<file path="src/shared/swc_pkg.sv">
// package of constants and types for the standby and wake controller
`default_nettype none

package swc_pkg;

    // ********************
    // register offsets (byte addresses on the register bus)
    // ********************
    localparam logic [11:0] OFS_CTRL = 12'h000;
    localparam logic [11:0] OFS_STATUS = 12'h004;
    localparam logic [11:0] OFS_IRQ_STAT = 12'h008;
    localparam logic [11:0] OFS_IRQ_MASK = 12'h00C;

    // ********************
    // control register fields and reset values
    // ********************
    localparam int CTRL_WAKE_A = 0;
    localparam int CTRL_WAKE_B = 1;
    localparam int CTRL_PD_A = 2;
    localparam int CTRL_PD_B = 3;
    localparam int CTRL_DET_A = 4;
    localparam logic [4:0] CTRL_RESET = 5'h1C;

    // ********************
    // status register fields
    // ********************
    localparam int ST_STATE_LSB = 0;
    localparam int ST_SYS_RESET = 2;
    localparam int ST_FETCH = 3;
    localparam int ST_OSC_RUN = 4;
    localparam int ST_PERM_A = 5;
    localparam int ST_PERM_B = 6;

    // ********************
    // interrupt status and mask fields
    // ********************
    localparam int IRQ_W = 4;
    localparam int IRQ_HALT_WAKE = 0;
    localparam int IRQ_HOLD_WAKE = 1;
    localparam int IRQ_REL_REQ = 2;
    localparam int IRQ_SYS_RST = 3;
    localparam logic [3:0] IRQ_STAT_RESET = 4'h0;
    localparam logic [3:0] IRQ_MASK_RESET = 4'h0;

    // ********************
    // timing
    // ********************
    localparam int CORE_HZ = 100000000;
    localparam int CLK_NS = 10;
    localparam int OSC_HZ = 455000;
    localparam int OSC_PER_INSTR = 8;
    localparam int INSTR_NS = 17600;
    localparam int RST_HOLD_CYCLES = (INSTR_NS + CLK_NS - 1) / CLK_NS;
    localparam int FRT_MS = 108;
    localparam int FRT_TICKS = FRT_MS * OSC_HZ / 1000;
    localparam int WDT_TICKS = 32768;
    localparam int ACC_W = 28;
    localparam int CNT_W = 16;
    localparam int HOLD_W = 12;

    // ********************
    // operating states
    // ********************
    typedef enum logic [1:0] {
        SWC_RESET,
        SWC_RUN,
        SWC_HALT,
        SWC_HOLD
    } swc_mode_t;

endpackage

`default_nettype wire

</file>
<file path="src/logic/swc_osc_tick.sv">
// resonator oscillator model: one tick per oscillator period, stoppable
`default_nettype none

module swc_osc_tick #(
    parameter int OSC_HZ = swc_pkg::OSC_HZ,
    parameter int CORE_HZ = swc_pkg::CORE_HZ
) (
    // clock and reset
    input wire logic core_clk,
    input wire logic rst,
    input wire logic ce,
    // control
    input wire logic run,
    // result
    output logic tick
);

    typedef struct packed {
        logic [swc_pkg::ACC_W-1:0] acc;
        logic tick;
    } swc_tick_t;

    localparam logic [swc_pkg::ACC_W-1:0] INC = swc_pkg::ACC_W'(OSC_HZ);
    localparam logic [swc_pkg::ACC_W-1:0] MOD = swc_pkg::ACC_W'(CORE_HZ);

    swc_tick_t cur;
    swc_tick_t next_cur;
    logic [swc_pkg::ACC_W-1:0] sum;

    // phase accumulator, frozen while the oscillator is stopped
    always_comb begin
        next_cur = cur;
        sum = cur.acc + INC;
        next_cur.tick = 1'b0;
        if (run) begin
            if (sum >= MOD) begin
                next_cur.acc = sum - MOD;
                next_cur.tick = 1'b1;
            end else begin
                next_cur.acc = sum;
            end
        end
    end

    // state register
    always_ff @(posedge core_clk) begin
        if (rst) begin
            cur <= '0;
        end else if (ce) begin
            cur <= next_cur;
        end
    end

    assign tick = cur.tick;

endmodule

`default_nettype wire

</file>
<file path="src/logic/standby_wake_control.sv">
// standby and wake controller: suspend, oscillator stop, wake and reset sources
// Overview of operation
// [RULE1] suspend stops instruction fetch; oscillator keeps running
// [RULE2] suspend ends on system reset or the release request
// [RULE3] free-running timer raises the release request every 108 ms
// [RULE4] oscillator stop halts oscillator, timers and all oscillator-clocked logic
// [RULE5] oscillator stop ends on system reset or a high key input
// [RULE6] a key group wakes only if its permission was set before entry
// [RULE7] oscillator stop instruction disables the resonator drive output
// [RULE8] with the option built in, all four group-A keys high resets
// [RULE9] reset turns on key pull-downs and group-A simultaneous-high detection
// [RULE10] clocks derive from the 455 kHz oscillator; instruction cycle 17.6 us
// [RULE11] optional watchdog; its expiry is one more reset source
// [RULE12] reset pin pulled up inside; outside circuit drives it low
// [RULE13] non-reset wake resumes at the next instruction, state kept
// [RULE14] all reset sources merge into one synchronized reset, one instruction long
`default_nettype none

module standby_wake_control #(
    parameter bit SIMUL_RESET_EN = 1'b1,
    parameter bit WATCHDOG_EN = 1'b1,
    parameter logic [15:0] FRT_PERIOD = 16'(swc_pkg::FRT_TICKS),
    parameter logic [15:0] WDT_PERIOD = 16'(swc_pkg::WDT_TICKS),
    parameter int ADDR_W = 12
) (
    // clock, reset, clock enable
    input wire logic core_clk,
    input wire logic rst,
    input wire logic ce,
    // apb slave
    input wire logic psel,
    input wire logic penable,
    input wire logic pwrite,
    input wire logic [ADDR_W-1:0] paddr,
    input wire logic [31:0] pwdata,
    input wire logic [3:0] pstrb,
    output logic [31:0] prdata,
    output logic pready,
    output logic pslverr,
    // processor core side
    input wire logic haltReq,
    input wire logic holdReq,
    input wire logic wdtKick,
    output logic fetchEnable,
    output logic instrTick,
    output logic sysReset,
    output logic wakeResume,
    // pins
    input wire logic resetInputPin_n,
    input wire logic [3:0] keyGroupA,
    input wire logic [3:0] keyGroupB,
    output logic oscOutPinEnable,
    output logic pullDownA,
    output logic pullDownB,
    // interrupt
    output logic irq
);

    // ********************
    // state
    // ********************
    typedef struct packed {
        swc_pkg::swc_mode_t mode;
        logic syncRst1;
        logic syncRst2;
        logic [swc_pkg::HOLD_W-1:0] holdCnt;
        logic [2:0] instrDiv;
        logic instrTick;
        logic [swc_pkg::CNT_W-1:0] frtCnt;
        logic relReq;
        logic [swc_pkg::CNT_W-1:0] wdtCnt;
        logic permA;
        logic permB;
        logic [4:0] ctrl;
        logic [swc_pkg::IRQ_W-1:0] irqStat;
        logic [swc_pkg::IRQ_W-1:0] irqMask;
        logic [31:0] prdata;
        logic fetchEn;
        logic oscOutEn;
        logic sysReset;
        logic wakePulse;
    } swc_state_t;

    localparam logic [swc_pkg::HOLD_W-1:0] HOLD_LAST = swc_pkg::HOLD_W'(swc_pkg::RST_HOLD_CYCLES - 1);
    localparam logic [2:0] INSTR_LAST = 3'(swc_pkg::OSC_PER_INSTR - 1);

    swc_state_t cur;
    swc_state_t next_cur;
    logic oscTick;
    logic oscRun;
    logic simulHigh;
    logic wdtExpire;
    logic rstSource;
    logic keyWake;
    logic apbWrite;
    logic apbSetup;
    logic [swc_pkg::IRQ_W-1:0] irqSet;
    logic [swc_pkg::IRQ_W-1:0] irqClr;

    // ********************
    // register decode helpers
    // ********************
    function automatic logic regHit(input logic [ADDR_W-1:0] a, input logic [11:0] ofs);
        regHit = (12'(a) == ofs);
    endfunction

    function automatic logic mapped(input logic [ADDR_W-1:0] a);
        mapped = regHit(a, swc_pkg::OFS_CTRL) || regHit(a, swc_pkg::OFS_STATUS) ||
                 regHit(a, swc_pkg::OFS_IRQ_STAT) || regHit(a, swc_pkg::OFS_IRQ_MASK);
    endfunction

    function automatic logic [31:0] readMux(input logic [ADDR_W-1:0] a, input swc_state_t s);
        logic [31:0] d;
        d = 32'h0000_0000;
        if (regHit(a, swc_pkg::OFS_CTRL)) begin
            d[4:0] = s.ctrl;
        end else if (regHit(a, swc_pkg::OFS_STATUS)) begin
            d[swc_pkg::ST_STATE_LSB +: 2] = s.mode;
            d[swc_pkg::ST_SYS_RESET] = s.sysReset;
            d[swc_pkg::ST_FETCH] = s.fetchEn;
            d[swc_pkg::ST_OSC_RUN] = s.oscOutEn;
            d[swc_pkg::ST_PERM_A] = s.permA;
            d[swc_pkg::ST_PERM_B] = s.permB;
        end else if (regHit(a, swc_pkg::OFS_IRQ_STAT)) begin
            d[swc_pkg::IRQ_W-1:0] = s.irqStat;
        end else if (regHit(a, swc_pkg::OFS_IRQ_MASK)) begin
            d[swc_pkg::IRQ_W-1:0] = s.irqMask;
        end
        readMux = d;
    endfunction

    // ********************
    // oscillator
    // ********************

    // oscillator runs in every mode except oscillator stop
    assign oscRun = cur.oscOutEn; // RULE4

    swc_osc_tick #(
        .OSC_HZ(swc_pkg::OSC_HZ),
        .CORE_HZ(swc_pkg::CORE_HZ)
    ) u_osc (
        .core_clk(core_clk),
        .rst(rst),
        .ce(ce),
        .run(oscRun),
        .tick(oscTick)
    );

    // ********************
    // reset sources and wake conditions
    // ********************

    // simultaneous-high detection on group A, option and enable gated
    assign simulHigh = SIMUL_RESET_EN && cur.ctrl[swc_pkg::CTRL_DET_A] && (&keyGroupA); // RULE8
    // watchdog expiry only when built in
    assign wdtExpire = WATCHDOG_EN && oscTick && (cur.wdtCnt == WDT_PERIOD - 16'h0001); // RULE11
    // pin is low-active; the synchronizer idles high like the pull-up
    assign rstSource = !cur.syncRst2 || simulHigh || wdtExpire; // RULE14 RULE12
    // key wake uses permissions latched at entry
    assign keyWake = (cur.permA && (|keyGroupA)) || (cur.permB && (|keyGroupB)); // RULE5 RULE6

    // apb phases
    assign apbSetup = psel && !penable;
    assign apbWrite = psel && penable && pwrite && ce && mapped(paddr) && pstrb[0];

    // ********************
    // next state
    // ********************
    always_comb begin
        next_cur = cur;
        irqSet = '0;
        irqClr = '0;
        next_cur.wakePulse = 1'b0;
        next_cur.relReq = 1'b0;
        next_cur.instrTick = 1'b0;

        // two-stage synchronizer for the reset pin
        next_cur.syncRst1 = resetInputPin_n; // RULE14
        next_cur.syncRst2 = cur.syncRst1;

        // instruction cycle of eight oscillator periods
        if (oscTick) begin
            next_cur.instrDiv = cur.instrDiv + 3'h1;
            next_cur.instrTick = (cur.instrDiv == INSTR_LAST) && cur.fetchEn && !holdReq && !rstSource; // RULE10
        end

        // free-running release-request timer, stops with the oscillator
        if (oscTick) begin
            if (cur.frtCnt == FRT_PERIOD - 16'h0001) begin
                next_cur.frtCnt = '0;
                next_cur.relReq = 1'b1; // RULE3
                irqSet[swc_pkg::IRQ_REL_REQ] = 1'b1;
            end else begin
                next_cur.frtCnt = cur.frtCnt + 16'h0001;
            end
        end

        // watchdog counts only while the program runs
        if (!WATCHDOG_EN || wdtKick || cur.mode != swc_pkg::SWC_RUN) begin
            next_cur.wdtCnt = '0;
        end else if (oscTick) begin
            next_cur.wdtCnt = wdtExpire ? '0 : cur.wdtCnt + 16'h0001; // RULE11
        end

        // mode sequencing
        if (rstSource) begin
            next_cur.mode = swc_pkg::SWC_RESET;
            next_cur.holdCnt = '0;
            next_cur.sysReset = 1'b1; // RULE14 RULE2 RULE5
            if (cur.mode != swc_pkg::SWC_RESET) begin
                irqSet[swc_pkg::IRQ_SYS_RST] = 1'b1;
            end
        end else begin
            case (cur.mode)
                swc_pkg::SWC_RESET: begin
                    if (cur.holdCnt == HOLD_LAST) begin
                        next_cur.mode = swc_pkg::SWC_RUN; // RULE14
                        next_cur.sysReset = 1'b0;
                    end else begin
                        next_cur.holdCnt = cur.holdCnt + 12'h001;
                    end
                end
                swc_pkg::SWC_RUN: begin
                    if (holdReq) begin
                        next_cur.mode = swc_pkg::SWC_HOLD;
                        next_cur.permA = cur.ctrl[swc_pkg::CTRL_WAKE_A]; // RULE6
                        next_cur.permB = cur.ctrl[swc_pkg::CTRL_WAKE_B]; // RULE6
                    end else if (haltReq) begin
                        next_cur.mode = swc_pkg::SWC_HALT; // RULE1
                    end
                end
                swc_pkg::SWC_HALT: begin
                    if (cur.relReq) begin
                        next_cur.mode = swc_pkg::SWC_RUN; // RULE2
                        next_cur.wakePulse = 1'b1; // RULE13
                        irqSet[swc_pkg::IRQ_HALT_WAKE] = 1'b1;
                    end
                end
                swc_pkg::SWC_HOLD: begin
                    if (keyWake) begin
                        next_cur.mode = swc_pkg::SWC_RUN; // RULE5
                        next_cur.wakePulse = 1'b1; // RULE13
                        irqSet[swc_pkg::IRQ_HOLD_WAKE] = 1'b1;
                    end
                end
                default: begin
                    next_cur.mode = swc_pkg::SWC_RESET;
                    next_cur.sysReset = 1'b1;
                end
            endcase
        end

        // outputs follow the next mode so they change with it
        next_cur.fetchEn = (next_cur.mode == swc_pkg::SWC_RUN); // RULE1 RULE13
        next_cur.oscOutEn = (next_cur.mode != swc_pkg::SWC_HOLD); // RULE7 RULE4

        // register writes
        if (apbWrite && regHit(paddr, swc_pkg::OFS_CTRL)) begin
            next_cur.ctrl = pwdata[4:0];
        end
        if (apbWrite && regHit(paddr, swc_pkg::OFS_IRQ_MASK)) begin
            next_cur.irqMask = pwdata[swc_pkg::IRQ_W-1:0];
        end
        if (apbWrite && regHit(paddr, swc_pkg::OFS_IRQ_STAT)) begin
            irqClr = pwdata[swc_pkg::IRQ_W-1:0];
        end

        // system reset forces pull-downs and detection on, permissions off
        if (next_cur.sysReset) begin
            next_cur.ctrl[swc_pkg::CTRL_PD_A] = 1'b1; // RULE9
            next_cur.ctrl[swc_pkg::CTRL_PD_B] = 1'b1; // RULE9
            next_cur.ctrl[swc_pkg::CTRL_DET_A] = 1'b1; // RULE9
            next_cur.permA = 1'b0;
            next_cur.permB = 1'b0;
        end

        // sticky flags: a new event wins over a clear in the same cycle
        next_cur.irqStat = (cur.irqStat & ~irqClr) | irqSet;

        // read data captured in the setup phase
        if (apbSetup) begin
            next_cur.prdata = readMux(paddr, cur);
        end
    end

    // ********************
    // state register
    // ********************
    always_ff @(posedge core_clk) begin
        if (rst) begin
            cur.mode <= swc_pkg::SWC_RESET;
            cur.syncRst1 <= 1'b1;
            cur.syncRst2 <= 1'b1;
            cur.holdCnt <= '0;
            cur.instrDiv <= '0;
            cur.instrTick <= 1'b0;
            cur.frtCnt <= '0;
            cur.relReq <= 1'b0;
            cur.wdtCnt <= '0;
            cur.permA <= 1'b0;
            cur.permB <= 1'b0;
            cur.ctrl <= swc_pkg::CTRL_RESET; // RULE9
            cur.irqStat <= swc_pkg::IRQ_STAT_RESET;
            cur.irqMask <= swc_pkg::IRQ_MASK_RESET;
            cur.prdata <= 32'h0000_0000;
            cur.fetchEn <= 1'b0;
            cur.oscOutEn <= 1'b1;
            cur.sysReset <= 1'b1;
            cur.wakePulse <= 1'b0;
        end else if (ce) begin
            cur <= next_cur;
        end
    end

    // ********************
    // outputs
    // ********************

    // apb answers at once unless frozen
    assign pready = ce;
    assign pslverr = psel && penable && !mapped(paddr);
    assign prdata = cur.prdata;

    // core side
    assign fetchEnable = cur.fetchEn;
    assign instrTick = cur.instrTick;
    assign sysReset = cur.sysReset;
    assign wakeResume = cur.wakePulse;

    // pins
    assign oscOutPinEnable = cur.oscOutEn; // RULE7
    assign pullDownA = cur.ctrl[swc_pkg::CTRL_PD_A];
    assign pullDownB = cur.ctrl[swc_pkg::CTRL_PD_B];

    // level interrupt from unmasked sticky flags
    assign irq = |(cur.irqStat & cur.irqMask);

endmodule

`default_nettype wire

</file>
<file path="config.mk">
export PLATFORM = sky130hd
export DESIGN_NAME = standby_wake_control
export DESIGN_NICKNAME = d
export VERILOG_FILES = /design/src/shared/swc_pkg.sv /design/src/logic/swc_osc_tick.sv /design/src/logic/standby_wake_control.sv
export SDC_FILE = /design/constraint.sdc
export NUM_CORES = 1
export LEC_CHECK = 0
export ABC_AREA = 1
export BUFFER_PORTS_ARGS = -buffer_cell sky130_fd_sc_hd__clkbuf_2
export CAP_MARGIN = 10
export CELL_PAD_IN_SITES_DETAIL_PLACEMENT = 1
export CELL_PAD_IN_SITES_GLOBAL_PLACEMENT = 2
export CORE_MARGIN = 2
export CORE_UTILIZATION = 31
export DETAILED_ROUTE_END_ITERATION = 7
export GPL_TIMING_DRIVEN = 0
export HOLD_SLACK_MARGIN = 0.02
export PLACE_DENSITY = 0.79
export SLEW_MARGIN = 20
export SYNTH_ARGS = -nofsm -noshare
export SYNTH_HDL_FRONTEND = slang
export SYNTH_SLANG_ARGS = --single-unit
</file>
<file path="constraint.sdc">
create_clock -name core_clk -period 3.2 [get_ports core_clk]
set_input_delay 0 -clock core_clk [delete_from_list [all_inputs] [get_ports core_clk]]
set_output_delay 0 -clock core_clk [all_outputs]
set_load 0.1 [all_outputs]
</file>
# --- Word-level counts from Yosys, hierarchy flattened ---
# Cells that the tools add are included.
classes:
  n_lt_le_gt_ge: 1
  mux: 45
  multipliers: 0
  add_sub_neg: 6
  n_div: 0
  n_eq_ne: 15
  shifts: 0
  bitwise_logic: 4
  reduce_logical: 50
ops:
  columns: ["op", "count"]
  rows:
  - ["$mux 16", 4]
  - ["$mux 12", 3]
  - ["$add 16x1->16 const B", 2]
  - ["$add 28x19->28 const B", 1]
  - ["$ge 28x27->1 const B", 1]
  - ["$mux 28", 1]
  - ["$sub 28x27->28 const B", 1]
  - ["$eq 12x4->1 const B", 2]
  - ["$mux 2", 11]
  - ["$logic_and 1x1->1", 17]
  - ["$eq 16x15->1 const B", 1]
  - ["$eq 16x16->1 const B", 1]
  - ["$mux 1", 16]
  - ["$mux 4", 4]
  - ["$mux 5", 3]
  - ["$reduce_and 2->1", 7]
  - ["$add 12x1->12 const B", 1]
  - ["$eq 12x11->1 const B", 1]
  - ["$eq 12x3->1 const B", 1]
  - ["$logic_not 12->1", 1]
  - ["$reduce_bool 2->1", 6]
  - ["$reduce_or 4->1", 3]
  - ["$and 4x4->4", 2]
  - ["$pmux 2 s4", 1]
  - ["other kinds (15)", 30]
totals:
  mem_bits_rw: 0
  ff_bits: 108
  memories: 0
  in_bits: 66
  latch_bits: 0
  elab_cells: 143
  mem_bits_ro: 0
  output_inout_bits: 42

# --- Logic depth before layout (Yosys ltp) ---
# Gate-level depths: netlist (run 1).
logic_depth:
  ltp_word: 11
  ltp_mapped: 23
  mapped_depth_nobuf: 23

# --- Modules after synthesis ---
# Synthesis (run 1) repeated with hierarchy kept, for this count alone.
hier_totals:
  cells_unflattened: 1238
  hier_area_um2: 7553.5
by_module_without_submodules:
  columns: ["mod", "seq_area_each_um2", "n_inst", "cells_each", "area_each_um2"]
  rows:
  - ["standby_wake_control", 1581.5, 1, 643, 4470.5]
  - ["swc_osc_tick", 520.5, 1, 595, 3083.0]

# --- Worst setup path before layout (run 1) ---
# OpenSTA, ideal clock, no wires.
synth_timing:
  path_type: "flip-flop to flip-flop"
  from: "register u_osc.cur[4] in the netlist's numbering"
  to: "register u_osc.cur[26] in the netlist's numbering"
  t_required_ns: 3.083
  stages_incl_launch_ff: 20
  period_less_slack_ns: 2.470
  setup_ns: 0.117
  setup_slack_ns: 0.730
  arrival_time_ns: 2.353
  path_buffers: 1
  cell_sequence: "dfxtp_1 > inv_1 > ha_1 > nor2_1 > nand2_1 > nand2_2 > xor2_2 > ha_1 > nand3_1 > nor2_1 > nand2_1 > nand4_1 > nand2_4 > nand2_8 > nand3_4 > buf_6 > nand3_1 > nand2_1 > nor2_1 > nor2_1"
synth_between:
  elab_chain_cells: 3
  elab_cells_between_ends: 4
  cone_classes: "add/sub: 2; order compare: 1; mux: 1"
synth_rtl:
  columns: ["element", "line_no", "text"]
  rows:
  - ["from (decl)", "swc_osc_tick.sv:26", "swc_tick_t cur;"]
  - ["from (signal assigned)", "swc_osc_tick.sv:50", "cur <= next_cur;"]
  - ["$add 28x19->28 (*)", "swc_osc_tick.sv:33", "sum = cur.acc + INC;"]
  - ["via u_osc.sum, one bit", "swc_osc_tick.sv:28", "logic [swc_pkg::ACC_W-1:0] sum;"]
  - ["$sub 28x27->28 or $ge 28x27->1 (tied branches)", "swc_osc_tick.sv:37, swc_osc_tick.sv:36", null]
  - ["$mux 28 (*)", "swc_osc_tick.sv:36", "if (sum >= MOD) begin"]
# Mark *: on every way through the listed nets, which the timed path passes. The rest lies on a longest branch.
# A chain may end at the register's enable or synchronous reset.

# --- Worst setup path after layout (run 1) ---
layout_timing:
  from: "register u_osc.cur[4] in the netlist's numbering"
  to: "register u_osc.cur[22] in the netlist's numbering"
# The elaborated chain is that of the path after synthesis.

==> results of run 1 <==
registers in the layout, summed over array words and instances, names as in the netlist:
name	cells
cur	65
u_osc.cur	25
prdata	7
fetchEnable	1
instrTick	1
oscOutPinEnable	1
pullDownA	1
pullDownB	1
sysReset	1
u_osc.tick	1
wakeResume	1
per-layer routing:
layer	vias to the layer above	part of all wire [%]
met3	19	2.3
li1	3715	-
met1	3404	50
met2	78	46
met4	0	1.1
met5	-	0
synthesized netlist by cell type, types with 5 or more instances:
cell type | n | share of area, %
inv_1 | 135 | 7.3
nand4_1 | 23 | 2.1
nor2_1 | 127 | 6.9
nor4_1 | 5 | 0.45
xor2_1 | 14 | 1.8
nand2_1 | 273 | 15
nor2_2 | 15 | 1.4
xnor2_1 | 5 | 0.63
dfxtp_1 | 105 | 30
nor3_1 | 24 | 1.7
a31oi_1 | 10 | 0.90
o22ai_1 | 5 | 0.45
nand2_2 | 13 | 1.2
nand3_1 | 105 | 7.6
inv_2 | 17 | 0.92
a21oi_1 | 75 | 5.4
clkbuf_1 | 16 | 0.87
o21ai_0 | 47 | 3.4
ha_1 | 8 | 1.4
buf_4 | 35 | 3.8
critical path, stage by stage, from the launching register on:
cell	delay (ns)
dfxtp_2	0.37
inv_1	0.08
ha_1	0.23
nor2_1	0.11
nand2_1	0.10
nand2_4	0.13
xor2_4	0.20
ha_2	0.23
nand3_1	0.09
nor2_2	0.13
nand2_1	0.15
nand4_1	0.19
nand2_4	0.10
nand2_8	0.12
nand3_4	0.09
buf_6	0.18
nand2_1	0.08
nand3_1	0.09
nand2_1	0.10
inv_1	0.04
layout make-up:
class / instances / area [µm²]
fill: 2923 / 13800
multi-input combinational: 816 / 4010
sequential: 105 / 2100
inverter: 157 / 591
buffer: 56 / 372
tap: 280 / 350
timing repair buffer: 57 / 320
clock buffer: 10 / 239
clock inverter: 6 / 70.1
cell usage in the layout (no fill, tap or decap), types with 3 or more instances in the layout:
cell	count
a21oi_1	75
a31oi_1	10
buf_4	35
buf_6	4
clkbuf_1	16
clkbuf_16	9
clkbuf_2	50
clkinv_1	4
conb_1	25
dfxtp_1	103
dlygate4sd3_1	7
ha_1	7
inv_1	135
inv_2	17
nand2_1	272
nand2_2	12
nand2_4	5
nand3_1	105
nand4_1	23
nor2_1	126
nor2_2	15
nor2_4	5
nor3_1	24
nor3b_1	3
nor4_1	5
o21ai_0	47
o221ai_1	4
o22ai_1	5
xnor2_1	5
xor2_1	13
final timing paths:
path	start	slack (ns)	end	cells after the start
min	holdReq	0.06	cur[50]	4
min reg2reg	cur[101]	0.47	cur[101]	2
max	u_osc.cur[4]	0.28	u_osc.cur[22]	19
max reg2reg	u_osc.cur[4]	0.28	u_osc.cur[22]	19
per-stage QoR:
stage                     setup slack [ns]  utilization (%)  power [mW]  hold WS [ns]  cells
after detailed placement            0.0785             34.8        2.23         0.250   1464
final                                0.284             36.8        3.39        0.0568   1487
after global placement              0.0857             34.8        2.23         0.241   1464
after CTS                           0.0675             36.6        3.42        0.0524   1487
after floorplan                      0.730                -        2.05         0.126   1134
after global routing               0.00649             36.8        3.57        0.0615   1487
power by group through the flow:
| stage | Sequential [mW] | Combinational, mW | Clock, mW |
|---|---|---|---|
| after floorplan | 1.41 | 0.638 | 0 |
| after global placement | 1.42 | 0.814 | 0 |
| after detailed placement | 1.42 | 0.818 | 0 |
| after CTS | 1.39 | 0.828 | 1.20 |
| after global routing | 1.39 | 0.924 | 1.25 |
| final | 1.39 | 0.838 | 1.17 |
cells by family (layout without fill, tap and decap cells):
family                     Yosys count  after routing
adders and majority gates            8              8
and+or+nand+nor                    603            603
buffers and inverters              213            286
AOI/OAI and AO/OA                  160            160
xor gates and xnor gates            20             20
other                                1             25
DFF                                105            105
what timing repair did:
action                     in CTS  in global routing
hold endpoints to repair       11                  0
setup endpoints to repair       0                 23
resized for setup               0                 11
buffers inserted                0                  0
hold buffers                    7                  0
==> summary.md, run 1 <==
| Metric | Value |
|---|---|
| Status | finished, final reports clean |
| Ant. Diodes | 0 |
| GR peak layer | met2 |
| Avg Inst Size Synth | 6.25 µm² |
| Relative slew slack | 48.9% |
| Met3 usage | 2.56% |
| Final instance area | 8060 µm² |
| Sequential Power Share | 40.9% |
| Largest family of logic cells by synthesized area | simple AND/OR/NAND/NOR gates |
| Critical Path RT | 3.47 ns |
| Sw power | 1.24 mW |
| Final setup fails | 0 |
| Clock network fraction of design power | 34.4% |
| Worst-Margin Slew | 0.766 ns |
| Number of global-route vias before repair | 7116 |
| Routed WL per cell | 15.2 µm |
| Minimum clock period | 2.92 ns |
| Power per cell area | 421 nW/µm² |
| FP Rows | 54 |
| Vias per cell | 4.85 |
| Critical Path End Type | register |
| P_int | 2.15 mW |
| FMAX | 343 MHz |
| Post-synth cell types | 52 |
| Worst setup SP type | register |
| Mux contribution to synthesized area | 0% |
| Met2 Use GR | 32.2% |
| Post-Synth XOR/XNOR Area | 2.63% |
| Die Area | 23600 µm² |
| Clock Latency Late Sink | 0.37 ns |
| Adder-Cell Fraction of Synth Area | 1.44% |
| Max Transition Viols Final | 0 |
| Unrepaired setup endpoints after global routing | false |
| #FFs+latches synth | 105 |
| Longest Clk Path Bufs | 2 |
| Root cell of the clock tree | clkbuf_16 |
| CTS H-tree depth | 3 |
| DRC Markers | 0 |
| Critical path type | register to register |
| First-pass GRT wire length | 36.8 mm |
| Class of the tightest hold or removal check | primary input to register |
| Largest net degree at the start of global routing | 21 |
| Post-DP HPWL | 17.8 mm |
| Gate power share | 24.7% |
| Endpoints failing hold | 0 |
| Post-synthesis sequential area ratio | 30.3% |
| Clock transition at the registers of the reported paths | 0.08 ns |
| DRT antenna net count | 0 |
| Sw Share | 36.6% |
| Critical Path Fanout Max | 10 |
| Initial antenna violation count | 0 |
| Compound-Gate Fraction of Synth Area | 13.0% |
| IO Port Bufs | 50 |
| Number of synthesis warnings | 0 |
| DRT iter0 DRCs | 263 |
| Setup TNS | 0 ns |
| DRT Pass-1 Iters | 5 |
| DP Area | 7620 µm² |
| Share of flip-flops with an asynchronous set or reset | 0% |
| Fin Clk Skew | 0.0128 ns |
| Area growth syn-to-layout | 16.2% |
| Die W | 154 µm |
| Primary FF master, synth | dfxtp_1 |
| Static leakage | 3.55 nW |
| Arr. time, crit path | 3.18 ns |
| Met1 usage | 26.7% |
| GRT Util Overall | 19.3% |
| Clock sink count | 105 |
| Tcrit/Tclk final | 91.1% |
| Initial Util | 31.7% |
| Die height | 154 µm |
| GP Congestion | 0.830 |
| TritonCTS buffer count | 9 |
| Fin nets | 1276 |
| Fraction of layout cells with a size suffix above 1 | 14.6% |
| Mapped Cells | 1110 |
| Max cap viols | 0 |
| Placeable Area | 21900 µm² |
| Routed WL | 22.5 mm |
| Num ports | 108 |
| Netlist Area Pre-Place | 6930 µm² |
| Simple-Gate Fraction of Synth Area | 38.7% |
| Worst vdd ir | 0.216 mV |
| CTS tree | done |
| Post-synth EDFFs | 0 |
| Routed vias | 7216 |
| Remaining Overflow, GRT | 0 |
Note: power is estimated with default switching activity, not from simulation.
==> run 2, diff against run 1 <==
- ABC_AREA: 1 -> unset
- CORE_UTILIZATION: 31 -> 33
- PLACE_DENSITY: 0.79 -> 0.77
==> run 2 against run 1 <==
  * The flow now finishes with violations (negative setup slack)
  * Clock skew decreased by 0.0021 ns
  * Global-route usage increased by 0.59 points
  * First-iteration DRC count increased by 49%
  * Sequential cell count unchanged
  * Hold slack improved by 0.016 ns
  * Critical path depth decreased by 7
  * Area after synthesis decreased by 7.4%
  * Combinational power increased by 28%
==> summary.md, run 2 <==
| Metric | Value |
|---|---|
| Final instance area | 8210 µm² (+1.9%) |
| PnR worst setup slack | -0.196 ns (-0.480 ns) |
| Cells after DPL | 1155 (-21%) |
| Clock network fraction of design power | 31.9% (-2.5 points) |
| Share of flip-flops with an asynchronous set or reset | 0% (unchanged) |
| Routed WL | 21.0 mm (-7.0%) |
| CTS H-tree depth | 3 (unchanged) |
| GR peak layer | met2 |
| Post-synth EDFFs | 0 (unchanged) |
| Post-DP HPWL | 14.7 mm (-17%) |
| Tot Pwr | 3.65 mW (+7.6%) |
| Final core utilization | 42.6% (+5.8 points) |
| Die height | 143 µm (-6.6%) |
| Routed vias | 6377 (-12%) |
| Max cap viols | 0 (unchanged) |
| Class of the tightest hold or removal check | primary input to register |
| Sequential Power Share | 38.7% (-2.2 points) |
| Static leakage | 3.17 nW (-11%) |
| Most common cell after layout, fill and taps aside | nor2_1 |
| Max Transition Viols Final | 0 (unchanged) |
| Hold Worst Slack | 0.0728 ns (+0.0160 ns) |
| IO Port Bufs | 51 (+2.0%) |
| Met3 usage | 2.80% (+0.23 points) |
| P_int | 2.29 mW (+6.4%) |
| Placeable Area | 19300 µm² (-12%) |
| Critical path type | register to register |
| Reg-to-Reg Start | u_osc.cur[13] |
| Met2 Use GR | 32.5% (+0.34 points) |
| FP Rows | 51 (-5.6%) |
| R2R setup slack | -0.20 ns (-0.48 ns) |
| Endpoints failing hold | 0 (unchanged) |
| Fin Clk Skew | 0.0107 ns (-0.00210 ns) |
| GP Congestion | 0.840 (+1.2%) |
| Critical Path End Type | register |
| Routed WL per cell | 17.2 µm (+13%) |
| Netlist Area Pre-Place | 6420 µm² (-7.4%) |
| Failing checks | negative setup slack |
| Area growth syn-to-layout | 27.9% |
| Setup TNS | -0.519 ns (-0.519 ns) |
| Minimum clock period | 3.40 ns (+0.480 ns) |
| Avg Inst Size Synth | 7.88 µm² (+26%) |
| Worst hold start | haltReq |
| Post-synth cell types | 81 (+56%) |
| R2R Path End | u_osc.cur[13] |
| Longest Clk Path Bufs | 2 (unchanged) |
| #FFs+latches synth | 105 (unchanged) |
| DRT antenna net count | 0 (unchanged) |
| Length in cells of the worst reg-to-reg path | 12 (-7) |
| Tcrit/Tclk final | 106% (+15 points) |
| Top cell type's share of synthesized area | 32.7% (+2.4 points) |
| Final setup fails | 8 (+8) |
| Worst setup SP type | register |
| Clock transition at the registers of the reported paths | 0.08 ns (about the same) |
| Num ports | 108 (unchanged) |
| DRT iter0 DRCs | 393 (+49%) |
| Synth cell count leaders | nor2_1 (110), dfxtp_1 (105), nand2_1 (73), a21oi_1 (50), nand3_1 (39) |
| Synth area leader | dfxtp_1 |
| Met1 usage | 27.4% (+0.68 points) |
| DRC Markers | 0 (unchanged) |
| Worst-Margin Slew | 0.854 ns (+0.0877 ns) |
| Primary FF master, synth | dfxtp_1 |
| Top area cells in the synthesized netlist | dfxtp_1 (33%), nor2_1 (6.4%), nand2_1 (4.3%), buf_4 (4.2%), xor2_1 (4.0%) |
| Most flop-heavy register | cur |
| Number of global-route vias before repair | 6020 (-15%) |
| Die Area | 20600 µm² (-13%) |
| Post-synthesis sequential area ratio | 32.7% (+2.4 points) |
| Critical Path Fanout Max | 10 (unchanged) |
| Sw Share | 37.3% (+0.67 points) |
| Ant. Diodes | 0 (unchanged) |
| DP Area | 7100 µm² (-6.9%) |
| Max reg flops | 65 (unchanged) |
| First-pass GRT wire length | 32.2 mm (-13%) |
| Worst vdd ir | 0.288 mV (+33%) |
| Clock sink count | 105 (unchanged) |
| Fin cells | 1218 (-18%) |
| Dpl ws | -0.777 ns (-0.856 ns) |
| GRT Util Overall | 19.9% (+0.59 points) |
| Top-count cell post-synth | nor2_1 |
| Relative slew slack | 43.1% (-5.8 points) |
| Gate power share | 29.3% (+4.6 points) |
| Die W | 143 µm (-6.6%) |
| Critical Path RT | 3.45 ns (-0.02 ns) |
| Unrepaired setup endpoints after global routing | true |
| Number of synthesis warnings | 0 (unchanged) |
| Clock Latency Late Sink | 0.36 ns (about the same) |
| Fraction of layout cells with a size suffix above 1 | 24.9% (+10 points) |
| Status | complete, but fails checks |
| Most frequent cells in the layout | nor2_1 (108), dfxtp_1 (101), nand2_1 (70) |
| Hold path depth | 4 (unchanged) |
| Remaining Overflow, GRT | 0 (unchanged) |
| Root cell of the clock tree | clkbuf_16 |
| CTS tree | done |
| Sw power | 1.36 mW (+9.6%) |
| Mapped Cells | 815 (-27%) |
| Biggest regs | cur x65, u_osc.cur x25, prdata x7 |
| Vias per cell | 5.24 (+7.9%) |
| Initial Util | 33.3% (+1.6 points) |
| Arr. time, crit path | 3.65 ns (+0.47 ns) |
| FMAX | 294 MHz (-14%) |
| Hold EP | cur[102] |
| TritonCTS buffer count | 9 (unchanged) |
| Largest net degree at the start of global routing | 22 (+4.8%) |
| Initial antenna violation count | 0 (unchanged) |
| Power per cell area | 444 nW/µm² (+5.5%) |
| Fin nets | 1022 (-20%) |
| DRT Pass-1 Iters | 5 (unchanged) |
==> run 2: changes by cell type after synthesis, sizes merged, moves of 12 or more <==
cell,change
mux2i,+13
a21oi,-24
nor2,-35
nand3,-68
nand2,-216
inv,-133
or3,+12
and3,+14
xnor2,+17
a211oi,+12
xor2,+14
==> run 2: logic make-up after synthesis <==
kind of cell    after synthesis  share of synthesized area [%]
flops                       105                           32.7
compound gates              184                           20.0
other cells                   1                         0.0584
buf+inv                      90                           7.56
xor+xnor                     51                           7.37
simple gates                352                           26.8
mux                          24                           3.96
fa+ha+maj                     8                           1.56
==> run 2: worst max-delay path, cell delays in order (launching register included) <==
cell and delay [ns]:
dfxtp_1 0.34, buf_2 0.20, nor3_2 0.35, nand2b_1 0.30
nor4_4 0.36, o32ai_4 0.17, a211oi_4 0.28, o2111ai_4 0.19
buf_12 0.20, a21boi_4 0.15, mux2i_1 0.09, a311oi_1 0.29
mux2_2 0.38
==> run 2: per-layer routing <==
| layer | vias up | share of wire, % | wire length [µm] |
|---|---|---|---|
| li1 | 3124 | - | - |
| met1 | 3122 | 47 | 9810 |
| met2 | 111 | 48 | 10100 |
| met3 | 20 | 3.0 | 639 |
| met4 | 0 | 1.7 | 362 |
| met5 | - | 0 | 0 |
==> run 2: power by group through the flow <==
stage               sequential [mW]  combinational, mW  clock (mW)
floorplan                      1.42              0.666           0
global placement               1.44              0.851           0
detailed placement             1.44              0.856           0
CTS                            1.41              0.949        1.20
global route                   1.42               1.15        1.25
finish                         1.41               1.07        1.17
==> run 2: area by class of cell <==
type	count	area (µm²)
clock buffers	9	225
well taps	265	332
inverters	20	75.1
plain buffers	70	432
fillers	2390	11100
flip-flops and latches	105	2110
repair buffers	98	699
multi-input cells	644	4260
clock inverters	7	82.6
==> run 2: how the worst max path moves through the flow <==
stage             startpoint       endpoint  slack [ns]
2_1_floorplan   u_osc.cur[4]  u_osc.cur[13]       0.004
3_3_place_gp    u_osc.cur[4]  u_osc.cur[17]       -0.72
3_5_place_dp    u_osc.cur[4]  u_osc.cur[17]       -0.78
4_1_cts         u_osc.cur[4]  u_osc.cur[13]       -0.06
5_1_grt        u_osc.cur[13]  u_osc.cur[13]       -0.33
6_report       u_osc.cur[13]  u_osc.cur[13]       -0.20
==> run 2: what timing repair did <==
item                                   CTS  global route
hold buffers                             7             0
resized for setup                       42            45
pin swaps                               19            25
endpoints found under the hold margin   12             0
setup buffers                           25            15
setup endpoints to repair               21            20
